[src/common/stmh_pkg.sv]
// shared constants for the target message handler and its initiator end
package stmh_pkg;
	localparam logic [7:0] MSG_COMPLETE = 8'h00;
	localparam logic [7:0] MSG_SAVE_PTR = 8'h02;
	localparam logic [7:0] MSG_DISCONNECT = 8'h04;
	localparam logic [7:0] MSG_ABORT = 8'h06;
	localparam logic [7:0] MSG_REJECT = 8'h07;
	localparam logic [7:0] MSG_DEV_RESET = 8'h0C;
	localparam logic [7:0] MSG_SIMPLE_TAG = 8'h20;
	localparam logic [7:0] MSG_WIDE_RESIDUE = 8'h23;
	// ignore-count codes of the residue message
	localparam logic [7:0] IGN_W32_HI8 = 8'h01;
	localparam logic [7:0] IGN_W32_HI16 = 8'h02;
	localparam logic [7:0] IGN_W32_HI24 = 8'h03;
	localparam logic [7:0] IGN_W16_HI8 = 8'h01;
	// identification byte layout
	localparam int ID_FLAG_BIT = 7;
	localparam int ID_DISC_BIT = 6;
	localparam int ID_ROUTINE_BIT = 5;
	localparam int ID_RSV_HI_BIT = 4;
	localparam int ID_RSV_LO_BIT = 3;
	localparam int ID_NUM_MSB = 2;
	// commands allowed for a target routine
	localparam logic [7:0] OP_INQUIRY = 8'h12;
	localparam logic [7:0] OP_REQ_SENSE = 8'h03;
	// re-arbitration hold-off, in clock cycles, then message queue index and length values
	localparam int HOLD_W = 16;
	localparam logic [HOLD_W-1:0] DISC_DELAY_CYC = 16'h0040;
	localparam logic [HOLD_W-1:0] HOLD_ZERO = 16'h0000;
	localparam logic [HOLD_W-1:0] HOLD_ONE = 16'h0001;
	localparam logic [1:0] QIDX_ZERO = 2'h0;
	localparam logic [1:0] QIDX_ONE = 2'h1;
	localparam logic [1:0] QLEN_ONE = 2'h1;
	localparam logic [1:0] QLEN_TWO = 2'h2;
	localparam logic [1:0] QLEN_THREE = 2'h3;
endpackage

[src/common/stmh_bus_if.sv]
// message-phase bus between target and initiator
`timescale 1ns/1ps
interface stmh_bus_if;
	logic bsy;
	logic req;
	logic io;
	logic msgp;
	logic [7:0] tdata;
	logic tpar;
	logic ack;
	logic atn;
	logic [7:0] idata;
	logic ipar;
	modport target (output bsy, output req, output io, output msgp, output tdata, output tpar,
		input ack, input atn, input idata, input ipar);
	modport initiator (input bsy, input req, input io, input msgp, input tdata, input tpar,
		output ack, output atn, output idata, output ipar);
endinterface

[src/design/stmh_target.sv]
// target end: message phases, identification and bus release
`timescale 1ns/1ps
module stmh_target #(
	parameter logic [15:0] DISC_DELAY = stmh_pkg::DISC_DELAY_CYC
) (
	input wire logic clk_i,
	input wire logic rstn_i,
	stmh_bus_if.target bus,
	input wire logic select_i,
	input wire logic reselect_i,
	input wire logic [2:0] reselect_unit_i,
	input wire logic reselect_routine_i,
	input wire logic reselect_tagged_i,
	input wire logic [7:0] reselect_tag_i,
	input wire logic complete_i,
	input wire logic disconnect_i,
	input wire logic save_ptr_i,
	input wire logic residue_i,
	input wire logic [7:0] residue_code_i,
	input wire logic routines_en_i,
	input wire logic init_disc_en_i,
	input wire logic can_disc_i,
	input wire logic [15:0] disc_limit_i,
	input wire logic cmd_valid_i,
	input wire logic [7:0] cmd_opcode_i,
	output logic connected_o,
	output logic id_valid_o,
	output logic [2:0] unit_or_routine_number_o,
	output logic routine_select_flag_o,
	output logic disconnect_permission_o,
	output logic id_ok_o,
	output logic id_bad_o,
	output logic unexpected_free_o,
	output logic delivered_o,
	output logic arb_hold_o,
	output logic cmd_illegal_o
);
	typedef enum {ST_FREE, ST_CONN, ST_MO_REQ, ST_MO_ACK, ST_MI_REQ, ST_MI_ACK} stmh_tstate_t;

	stmh_tstate_t st_ff;
	logic bsy_ff, req_ff, io_ff;
	logic [7:0] dout_ff, din_ff;
	logic [7:0] q_ff [0:2];
	logic [1:0] qlen_ff, qidx_ff;
	logic rel_ff, hold_after_ff, first_ff, reconn_ff, atn_seen_ff;
	logic idv_ff, rsel_ff, dperm_ff;
	logic [2:0] unit_ff;
	logic ok_ff, bad_ff, unexp_ff, dlv_ff, illegal_ff, hold_load_ff;
	logic [15:0] hold_ff, nxt_hold;
	logic arb_hold_ff, tpar_ff, dpok_ff;

	function automatic logic [15:0] stmh_max16(input logic [15:0] a, input logic [15:0] b);
		stmh_max16 = (a > b) ? a : b;
	endfunction

	function automatic logic stmh_id_bad(input logic [7:0] b, input logic routines);
		stmh_id_bad = b[stmh_pkg::ID_RSV_HI_BIT] | b[stmh_pkg::ID_RSV_LO_BIT] |
			(b[stmh_pkg::ID_ROUTINE_BIT] & ~routines);
	endfunction

	always_ff @(posedge clk_i or negedge rstn_i)
	begin
		if (!rstn_i)
		begin
			st_ff <= ST_FREE;
			bsy_ff <= 1'b0;
			req_ff <= 1'b0;
			io_ff <= 1'b0;
			dout_ff <= 8'h00;
			tpar_ff <= 1'b1;
			din_ff <= 8'h00;
			dpok_ff <= 1'b0;
			q_ff[0] <= 8'h00;
			q_ff[1] <= 8'h00;
			q_ff[2] <= 8'h00;
			qlen_ff <= 2'h0;
			qidx_ff <= 2'h0;
			rel_ff <= 1'b0;
			hold_after_ff <= 1'b0;
			first_ff <= 1'b0;
			reconn_ff <= 1'b0;
			atn_seen_ff <= 1'b0;
			idv_ff <= 1'b0;
			rsel_ff <= 1'b0;
			dperm_ff <= 1'b0;
			unit_ff <= 3'h0;
			ok_ff <= 1'b0;
			bad_ff <= 1'b0;
			unexp_ff <= 1'b0;
			dlv_ff <= 1'b0;
			hold_load_ff <= 1'b0;
		end
		else
		begin
			ok_ff <= 1'b0;
			bad_ff <= 1'b0;
			unexp_ff <= 1'b0;
			dlv_ff <= 1'b0;
			hold_load_ff <= 1'b0;
			unique case (st_ff)
				ST_FREE:
				begin
					// identity only lives for one connection
					idv_ff <= 1'b0;
					rsel_ff <= 1'b0;
					dperm_ff <= 1'b0;
					unit_ff <= 3'h0;
					if (select_i)
					begin
						bsy_ff <= 1'b1;
						first_ff <= 1'b1;
						reconn_ff <= 1'b0;
						io_ff <= 1'b0;
						req_ff <= 1'b1;
						st_ff <= ST_MO_REQ;
					end
					else if (reselect_i && hold_ff == stmh_pkg::HOLD_ZERO)
					begin
						bsy_ff <= 1'b1;
						reconn_ff <= 1'b1;
						atn_seen_ff <= 1'b0;
						idv_ff <= 1'b1;
						rsel_ff <= reselect_routine_i;
						unit_ff <= reselect_unit_i;
						// permission bit is driven zero by the target
						q_ff[0] <= {1'b1, 1'b0, reselect_routine_i, 2'b00, reselect_unit_i};
						q_ff[1] <= stmh_pkg::MSG_SIMPLE_TAG;
						q_ff[2] <= reselect_tag_i;
						qlen_ff <= reselect_tagged_i ? stmh_pkg::QLEN_THREE : stmh_pkg::QLEN_ONE;
						qidx_ff <= stmh_pkg::QIDX_ZERO;
						rel_ff <= 1'b0;
						st_ff <= ST_MI_REQ;
					end
				end
				ST_CONN:
				begin
					qidx_ff <= stmh_pkg::QIDX_ZERO;
					hold_after_ff <= 1'b0;
					if (bus.atn)
					begin
						io_ff <= 1'b0;
						req_ff <= 1'b1;
						st_ff <= ST_MO_REQ;
					end
					else if (residue_i)
					begin
						q_ff[0] <= stmh_pkg::MSG_WIDE_RESIDUE;
						q_ff[1] <= residue_code_i;
						qlen_ff <= stmh_pkg::QLEN_TWO;
						rel_ff <= 1'b0;
						st_ff <= ST_MI_REQ;
					end
					else if (complete_i)
					begin
						q_ff[0] <= stmh_pkg::MSG_COMPLETE;
						qlen_ff <= stmh_pkg::QLEN_ONE;
						rel_ff <= 1'b1;
						st_ff <= ST_MI_REQ;
					end
					else if (disconnect_i && dperm_ff)
					begin
						q_ff[0] <= stmh_pkg::MSG_SAVE_PTR;
						q_ff[1] <= stmh_pkg::MSG_DISCONNECT;
						qidx_ff <= save_ptr_i ? stmh_pkg::QIDX_ZERO : stmh_pkg::QIDX_ONE;
						qlen_ff <= stmh_pkg::QLEN_TWO;
						rel_ff <= 1'b1;
						hold_after_ff <= 1'b1;
						st_ff <= ST_MI_REQ;
					end
				end
				ST_MO_REQ:
					if (bus.ack)
					begin
						din_ff <= bus.idata;
						// odd parity over the byte; a bad byte only withholds the id_ok_o pulse, the identity is still taken
						dpok_ff <= ^{bus.idata, bus.ipar};
						req_ff <= 1'b0;
						st_ff <= ST_MO_ACK;
					end
				ST_MO_ACK:
					if (!bus.ack)
					begin
						first_ff <= 1'b0;
						qidx_ff <= stmh_pkg::QIDX_ZERO;
						rel_ff <= 1'b0;
						hold_after_ff <= 1'b0;
						if (din_ff[stmh_pkg::ID_FLAG_BIT])
						begin
							if (idv_ff && (din_ff[stmh_pkg::ID_ROUTINE_BIT] != rsel_ff ||
								din_ff[stmh_pkg::ID_NUM_MSB:0] != unit_ff))
							begin
								unexp_ff <= 1'b1;
								bsy_ff <= 1'b0;
								st_ff <= ST_FREE;
							end
							else if (stmh_id_bad(din_ff, routines_en_i))
							begin
								// answered by reject rather than check condition
								bad_ff <= 1'b1;
								q_ff[0] <= stmh_pkg::MSG_REJECT;
								qlen_ff <= stmh_pkg::QLEN_ONE;
								st_ff <= ST_MI_REQ;
							end
							else
							begin
								idv_ff <= 1'b1;
								rsel_ff <= din_ff[stmh_pkg::ID_ROUTINE_BIT];
								unit_ff <= din_ff[stmh_pkg::ID_NUM_MSB:0];
								dperm_ff <= din_ff[stmh_pkg::ID_DISC_BIT];
								ok_ff <= first_ff & dpok_ff;
								st_ff <= bus.atn ? ST_MO_REQ : ST_CONN;
								req_ff <= bus.atn;
							end
						end
						else if (din_ff == stmh_pkg::MSG_ABORT || din_ff == stmh_pkg::MSG_DEV_RESET)
						begin
							bsy_ff <= 1'b0;
							st_ff <= ST_FREE;
						end
						else if (first_ff)
						begin
							unexp_ff <= 1'b1;
							bsy_ff <= 1'b0;
							st_ff <= ST_FREE;
						end
						else if (din_ff == stmh_pkg::MSG_DISCONNECT)
						begin
							st_ff <= ST_MI_REQ;
							if (init_disc_en_i && can_disc_i && dperm_ff)
							begin
								q_ff[0] <= stmh_pkg::MSG_SAVE_PTR;
								q_ff[1] <= stmh_pkg::MSG_DISCONNECT;
								qidx_ff <= save_ptr_i ? stmh_pkg::QIDX_ZERO : stmh_pkg::QIDX_ONE;
								qlen_ff <= stmh_pkg::QLEN_TWO;
								rel_ff <= 1'b1;
								hold_after_ff <= 1'b1;
							end
							else
							begin
								q_ff[0] <= stmh_pkg::MSG_REJECT;
								qlen_ff <= stmh_pkg::QLEN_ONE;
							end
						end
						else
						begin
							st_ff <= bus.atn ? ST_MO_REQ : ST_CONN;
							req_ff <= bus.atn;
						end
					end
				ST_MI_REQ:
				begin
					io_ff <= 1'b1;
					dout_ff <= q_ff[qidx_ff];
					tpar_ff <= ~^q_ff[qidx_ff];
					if (io_ff && !bus.ack)
						req_ff <= 1'b1;
					if (req_ff && bus.ack)
					begin
						req_ff <= 1'b0;
						st_ff <= ST_MI_ACK;
					end
					if (bus.atn)
						atn_seen_ff <= 1'b1;
				end
				ST_MI_ACK:
					if (!bus.ack)
					begin
						if (bus.atn)
						begin
							// initiator wants the bus: drop the rest and listen
							// a later delivery must not pass as a clean reconnection
							atn_seen_ff <= 1'b1;
							io_ff <= 1'b0;
							req_ff <= 1'b1;
							st_ff <= ST_MO_REQ;
						end
						else if (qidx_ff + stmh_pkg::QIDX_ONE != qlen_ff)
						begin
							qidx_ff <= qidx_ff + stmh_pkg::QIDX_ONE;
							st_ff <= ST_MI_REQ;
						end
						else
						begin
							dlv_ff <= 1'b1;
							ok_ff <= reconn_ff & ~atn_seen_ff;
							reconn_ff <= 1'b0;
							io_ff <= 1'b0;
							st_ff <= rel_ff ? ST_FREE : ST_CONN;
							bsy_ff <= ~rel_ff;
							hold_load_ff <= rel_ff & hold_after_ff;
						end
					end
				default:
					st_ff <= ST_FREE;
			endcase
		end
	end

	always_comb
	begin
		nxt_hold = hold_ff;
		if (hold_load_ff)
			nxt_hold = stmh_max16(DISC_DELAY, disc_limit_i);
		else if (hold_ff != stmh_pkg::HOLD_ZERO)
			nxt_hold = hold_ff - stmh_pkg::HOLD_ONE;
	end

	// the hold flag is registered from the next count so it tracks the counter exactly
	always_ff @(posedge clk_i or negedge rstn_i)
	begin
		if (!rstn_i)
		begin
			hold_ff <= stmh_pkg::HOLD_ZERO;
			arb_hold_ff <= 1'b0;
		end
		else
		begin
			hold_ff <= nxt_hold;
			arb_hold_ff <= nxt_hold != stmh_pkg::HOLD_ZERO;
		end
	end

	always_ff @(posedge clk_i or negedge rstn_i)
	begin
		if (!rstn_i)
			illegal_ff <= 1'b0;
		else
			illegal_ff <= cmd_valid_i & idv_ff & rsel_ff & cmd_opcode_i != stmh_pkg::OP_INQUIRY &
				cmd_opcode_i != stmh_pkg::OP_REQ_SENSE;
	end

	assign bus.bsy = bsy_ff;
	assign bus.req = req_ff;
	assign bus.io = io_ff;
	assign bus.msgp = bsy_ff;
	assign bus.tdata = dout_ff;
	assign bus.tpar = tpar_ff;
	assign connected_o = bsy_ff;
	assign id_valid_o = idv_ff;
	assign unit_or_routine_number_o = unit_ff;
	assign routine_select_flag_o = rsel_ff;
	assign disconnect_permission_o = dperm_ff;
	assign id_ok_o = ok_ff;
	assign id_bad_o = bad_ff;
	assign unexpected_free_o = unexp_ff;
	assign delivered_o = dlv_ff;
	assign arb_hold_o = arb_hold_ff;
	assign cmd_illegal_o = illegal_ff;
endmodule

[src/flat_wrapper.sv]
// flat-port wrapper written by rule: the top's interface ports become plain ports
module stmh_target_flat 
#(
	parameter logic [15:0] DISC_DELAY = stmh_pkg::DISC_DELAY_CYC
)
  (clk_i, rstn_i, select_i, reselect_i, reselect_unit_i, reselect_routine_i, reselect_tagged_i, reselect_tag_i, complete_i, disconnect_i, save_ptr_i, residue_i, residue_code_i, routines_en_i, init_disc_en_i, can_disc_i, disc_limit_i, cmd_valid_i, cmd_opcode_i, connected_o, id_valid_o, unit_or_routine_number_o, routine_select_flag_o, disconnect_permission_o, id_ok_o, id_bad_o, unexpected_free_o, delivered_o, arb_hold_o, cmd_illegal_o, bus_bsy, bus_req, bus_io, bus_msgp, bus_tdata, bus_tpar, bus_ack, bus_atn, bus_idata, bus_ipar);
  stmh_bus_if bus_i ();
  input wire logic clk_i;
  input wire logic rstn_i;
  input wire logic select_i;
  input wire logic reselect_i;
  input wire logic [2:0] reselect_unit_i;
  input wire logic reselect_routine_i;
  input wire logic reselect_tagged_i;
  input wire logic [7:0] reselect_tag_i;
  input wire logic complete_i;
  input wire logic disconnect_i;
  input wire logic save_ptr_i;
  input wire logic residue_i;
  input wire logic [7:0] residue_code_i;
  input wire logic routines_en_i;
  input wire logic init_disc_en_i;
  input wire logic can_disc_i;
  input wire logic [15:0] disc_limit_i;
  input wire logic cmd_valid_i;
  input wire logic [7:0] cmd_opcode_i;
  output logic connected_o;
  output logic id_valid_o;
  output logic [2:0] unit_or_routine_number_o;
  output logic routine_select_flag_o;
  output logic disconnect_permission_o;
  output logic id_ok_o;
  output logic id_bad_o;
  output logic unexpected_free_o;
  output logic delivered_o;
  output logic arb_hold_o;
  output logic cmd_illegal_o;
  output wire logic [$bits(bus_i.bsy)-1:0] bus_bsy;
  output wire logic [$bits(bus_i.req)-1:0] bus_req;
  output wire logic [$bits(bus_i.io)-1:0] bus_io;
  output wire logic [$bits(bus_i.msgp)-1:0] bus_msgp;
  output wire logic [$bits(bus_i.tdata)-1:0] bus_tdata;
  output wire logic [$bits(bus_i.tpar)-1:0] bus_tpar;
  input wire logic [$bits(bus_i.ack)-1:0] bus_ack;
  input wire logic [$bits(bus_i.atn)-1:0] bus_atn;
  input wire logic [$bits(bus_i.idata)-1:0] bus_idata;
  input wire logic [$bits(bus_i.ipar)-1:0] bus_ipar;
  assign bus_bsy = bus_i.bsy;
  assign bus_req = bus_i.req;
  assign bus_io = bus_i.io;
  assign bus_msgp = bus_i.msgp;
  assign bus_tdata = bus_i.tdata;
  assign bus_tpar = bus_i.tpar;
  assign bus_i.ack = bus_ack;
  assign bus_i.atn = bus_atn;
  assign bus_i.idata = bus_idata;
  assign bus_i.ipar = bus_ipar;
  stmh_target #(.DISC_DELAY(DISC_DELAY)) u_core (.clk_i(clk_i), .rstn_i(rstn_i), .bus(bus_i), .select_i(select_i), .reselect_i(reselect_i), .reselect_unit_i(reselect_unit_i), .reselect_routine_i(reselect_routine_i), .reselect_tagged_i(reselect_tagged_i), .reselect_tag_i(reselect_tag_i), .complete_i(complete_i), .disconnect_i(disconnect_i), .save_ptr_i(save_ptr_i), .residue_i(residue_i), .residue_code_i(residue_code_i), .routines_en_i(routines_en_i), .init_disc_en_i(init_disc_en_i), .can_disc_i(can_disc_i), .disc_limit_i(disc_limit_i), .cmd_valid_i(cmd_valid_i), .cmd_opcode_i(cmd_opcode_i), .connected_o(connected_o), .id_valid_o(id_valid_o), .unit_or_routine_number_o(unit_or_routine_number_o), .routine_select_flag_o(routine_select_flag_o), .disconnect_permission_o(disconnect_permission_o), .id_ok_o(id_ok_o), .id_bad_o(id_bad_o), .unexpected_free_o(unexpected_free_o), .delivered_o(delivered_o), .arb_hold_o(arb_hold_o), .cmd_illegal_o(cmd_illegal_o));
endmodule
[config.mk]
export PLATFORM = sky130hd
export DESIGN_NAME = stmh_target_flat
export DESIGN_NICKNAME = d
export VERILOG_FILES = /design/src/common/stmh_pkg.sv /design/src/common/stmh_bus_if.sv /design/src/design/stmh_target.sv /design/src/flat_wrapper.sv
export SDC_FILE = /design/constraint.sdc
export NUM_CORES = 1
export LEC_CHECK = 0
export ABC_AREA = 1
export BUFFER_PORTS_ARGS = -buffer_cell sky130_fd_sc_hd__buf_2
export CAP_MARGIN = 5
export CORE_ASPECT_RATIO = 0.8
export CORE_UTILIZATION = 51
export CTS_CLUSTER_SIZE = 25
export DETAILED_ROUTE_END_ITERATION = 10
export PLACE_DENSITY_LB_ADDON = 0.2
export SLEW_MARGIN = 20
export SYNTH_ARGS = -nofsm -noshare
export SYNTH_HDL_FRONTEND = slang
export SYNTH_SLANG_ARGS = --single-unit
[constraint.sdc]
create_clock -name clk_i -period 2.5 [get_ports clk_i]
set_clock_uncertainty 0.1 [all_clocks]
set_input_delay 0.5 -clock clk_i [delete_from_list [all_inputs] [get_ports clk_i]]
set_output_delay 0.5 -clock clk_i [all_outputs]
set_load 0.005 [all_outputs]
==> results.cfg <==
[outcome]
run_status = finished clean

[global_routing]
grt_max_degree = 42
grt_pass1_vias = 4703
grt_pass1_wl_um = 22600
antenna_found_initial = 0
gr-total-overflow = 0
grt_usage_pct = 28.4

[layout]
layout_common_cells = nand2_1, buf_2, dfrtp_1, inv_1, nor2_1
final_util_pct = 62.4
regArea_um2 = 2080
fillers = 878
mostFrequentLayoutCell = nand2_1
area_growth_pct = 19.0
n_antenna_cell = 0
drive_gt1_share_pct = 19.9
multi_input_area_um2 = 2590
layout.nets = 884
final_cell_area_um2 = 6020

[sta]
slew_violations = 0
worst_slew_pin_slew_ns = 0.545
hold_violations = 0
hold_ws_ns = 0.0405
min_period_ns = 2.24
post-route-period-util_pct = 89.6
tns_ns = 0
setup_viol = 0
slew-limit-headroom_pct = 63.7
timing.fmax_mhz = 447
layout_setup_ws_ns = 0.261
rsz0062_at_grt = false

[clock_tree]
clk_path_buf_depth = 2
postCtsSetupBuffers = 0
clk_pin_slew_ns = 0.07
cts_buffers = 9
cts_tree = yes
clock_sinks = 83
cts_resized = 0
hold_buffers = 0
clock_latency_ns = 0.35
root_buffer = clkbuf_16
htree_levels = 3

[critical_path]
cp-start-kind = register
crit_type = register to register
r2r-end = u_core.arb_hold_o
reg2regPathDepth = 11
cp.required_ns = 2.62
path_cells = inv_1, ha_1, nand2_1, nor2_1, nand2_2, nand2_1, inv_1, o21ai_0, nand3_1, nor2_1, nand3_1
r2r_slack_ns = 0.26
arrival_ns = 2.36
worst_path_dominant_cell_family = simple AND/OR/NAND/NOR gates
cp_max_fo = 14
cp_slowest_cell = dfrtp_1
cp_num_buf_inv = 2
critical_path.max_stage_delay_ns = 0.39
end_kind = register
r2r-start = u_core.hold_ff[0]

[logic_synthesis]
postSynthCellCount = 713
syn-cell-area_um2 = 5060
synth_top_area_share_pct = 40.6
syn_area_per_cell_um2 = 7.10
yosysTopAreaCell = dfrtp_1
synth_cell_types = 43
synth_area_leaders = dfrtp_1, nand2_1, nand3_1, inv_1, nor2_1
ys_seq_area_share_pct = 41.1
synth_fp_nets = 783
yosysWarnings = 0
ys_seq_elements = 83

[place]
hpwl_um = 10600
pre_cts_slack_ns = 0.207
io_buffers = 93
routabilityCongestion = 0.925
postPlaceCellArea_um2 = 5700

[power_and_ir_drop]
peakVddDrop_uv = 482
power_density_nw_per_um2 = 1040
leakage_uw = 0.00327

[floorplan]
io_pins = 94
die_area_um2 = 10300
fp.dieW_um = 113
coreArea_um2 = 9650
rows = 32
die_y_um = 91.1
start_util_pct = 52.4

[drt]
post_drt_wl_per_cell_um = 14.3
vias = 5016
wl_um = 13600
remaining_drc_errors = 0
drtIter0Drc = 374
drt-vias-per-instance = 5.25
first_pass_iters = 5
ant_nets = 0

[hold_path]
hold_path_class = primary input to asynchronous set/reset pin

[flow_run]
max-cap-violations = 0
stage by stage:
stage                     total power, uW  cells
after detailed placement             4800    939
after global routing                 6770    955
after floorplan                      4030    713
after global placement               4720    939
after CTS                            6260    955
final                                6280    955
final cells by class:
type / count / area share [%]
clock buffer: 10 / 3.80
clock inverter: 6 / 1.48
inverter: 86 / 5.36
multi-input combinational: 531 / 43.0
sequential: 83 / 34.5
tap: 136 / 2.83
timing repair buffer: 103 / 9.02
registers in the layout (all words and copies together) (netlist names), 2 cells and up:
name / flops
u_core.q_ff: 21
u_core.hold_ff: 16
u_core.bus.tdata: 8
u_core.din_ff: 8
u_core.st_ff: 3
u_core.unit_or_routine_number_o: 3
u_core.qidx_ff: 2
u_core.qlen_ff: 2
how the worst max path moves through the flow:
stage                              to  slack (ns)         startpoint  depth (start not counted)
floorplan              u_core.q_ff[1]        0.57  u_core.hold_ff[0]                          9
global placement    u_core.arb_hold_o        0.36  u_core.hold_ff[0]                         11
detailed placement  u_core.arb_hold_o        0.21  u_core.hold_ff[0]                         11
CTS                 u_core.arb_hold_o        0.18  u_core.hold_ff[0]                         11
global route        u_core.arb_hold_o        0.13  u_core.hold_ff[0]                         11
finish              u_core.arb_hold_o        0.26  u_core.hold_ff[0]                         11
cells in the mapped netlist (all sizes together):
| master | number |
|---|---|
| a21oi | 17 |
| a22oi | 1 |
| a31oi | 2 |
| and3 | 1 |
| buf | 8 |
| clkbuf | 5 |
| clkinv | 3 |
| dfrtp | 82 |
| dfstp | 1 |
| ha | 2 |
| inv | 83 |
| mux2 | 5 |
| nand2 | 261 |
| nand3 | 62 |
| nand3b | 4 |
| nand4 | 10 |
| nor2 | 81 |
| nor3 | 2 |
| nor3b | 2 |
| nor4 | 3 |
| o2111ai | 1 |
| o211ai | 6 |
| o21a | 1 |
| o21ai | 40 |
| o22ai | 3 |
| o32ai | 1 |
| or2 | 1 |
| xnor2 | 16 |
| xor2 | 9 |
worst reg2reg max path, cell delays in order, from the launching register on:
cell,delay [ns]
dfrtp_1,0.39
inv_1,0.14
ha_1,0.20
nand2_1,0.06
nor2_1,0.21
nand2_2,0.24
nand2_1,0.13
inv_1,0.04
o21ai_0,0.24
nand3_1,0.12
nor2_1,0.15
nand3_1,0.10
per-layer routing:
metal,track usage [%],share of wire (%),vias up,routed length [um]
met1,42.5,49,2322,6670
met2,41.1,42,214,5700
met3,6.07,7.9,16,1080
met5,0,0,-,0
met4,8.00,1.2,0,164
li1,-,-,2464,-
cells by family (layout without fill, tap and decap cells):
family / Yosys count / count (layout) / synth area share, %
AND/OR/NAND/NOR: 427 / 427 / 36.8
buffers and inverters: 99 / 205 / 7.84
flip-flops: 83 / 83 / 41.1
AO/OA/AOI/OAI: 72 / 72 / 8.09
XOR/XNOR: 25 / 25 / 4.33
multiplexers: 5 / 5 / 1.41
adder cells (fa/ha/maj): 2 / 2 / 0.494
power by group:
| group | internal (uW) | switching (uW) | leakage [uW] |
|---|---|---|---|
| sequential | 1790 | 412 | 0.00104 |
| combinational | 943 | 1710 | 0.00208 |
| clock | 877 | 550 | 0.000149 |
No activity file was read; power rests on OpenSTA's default activity.
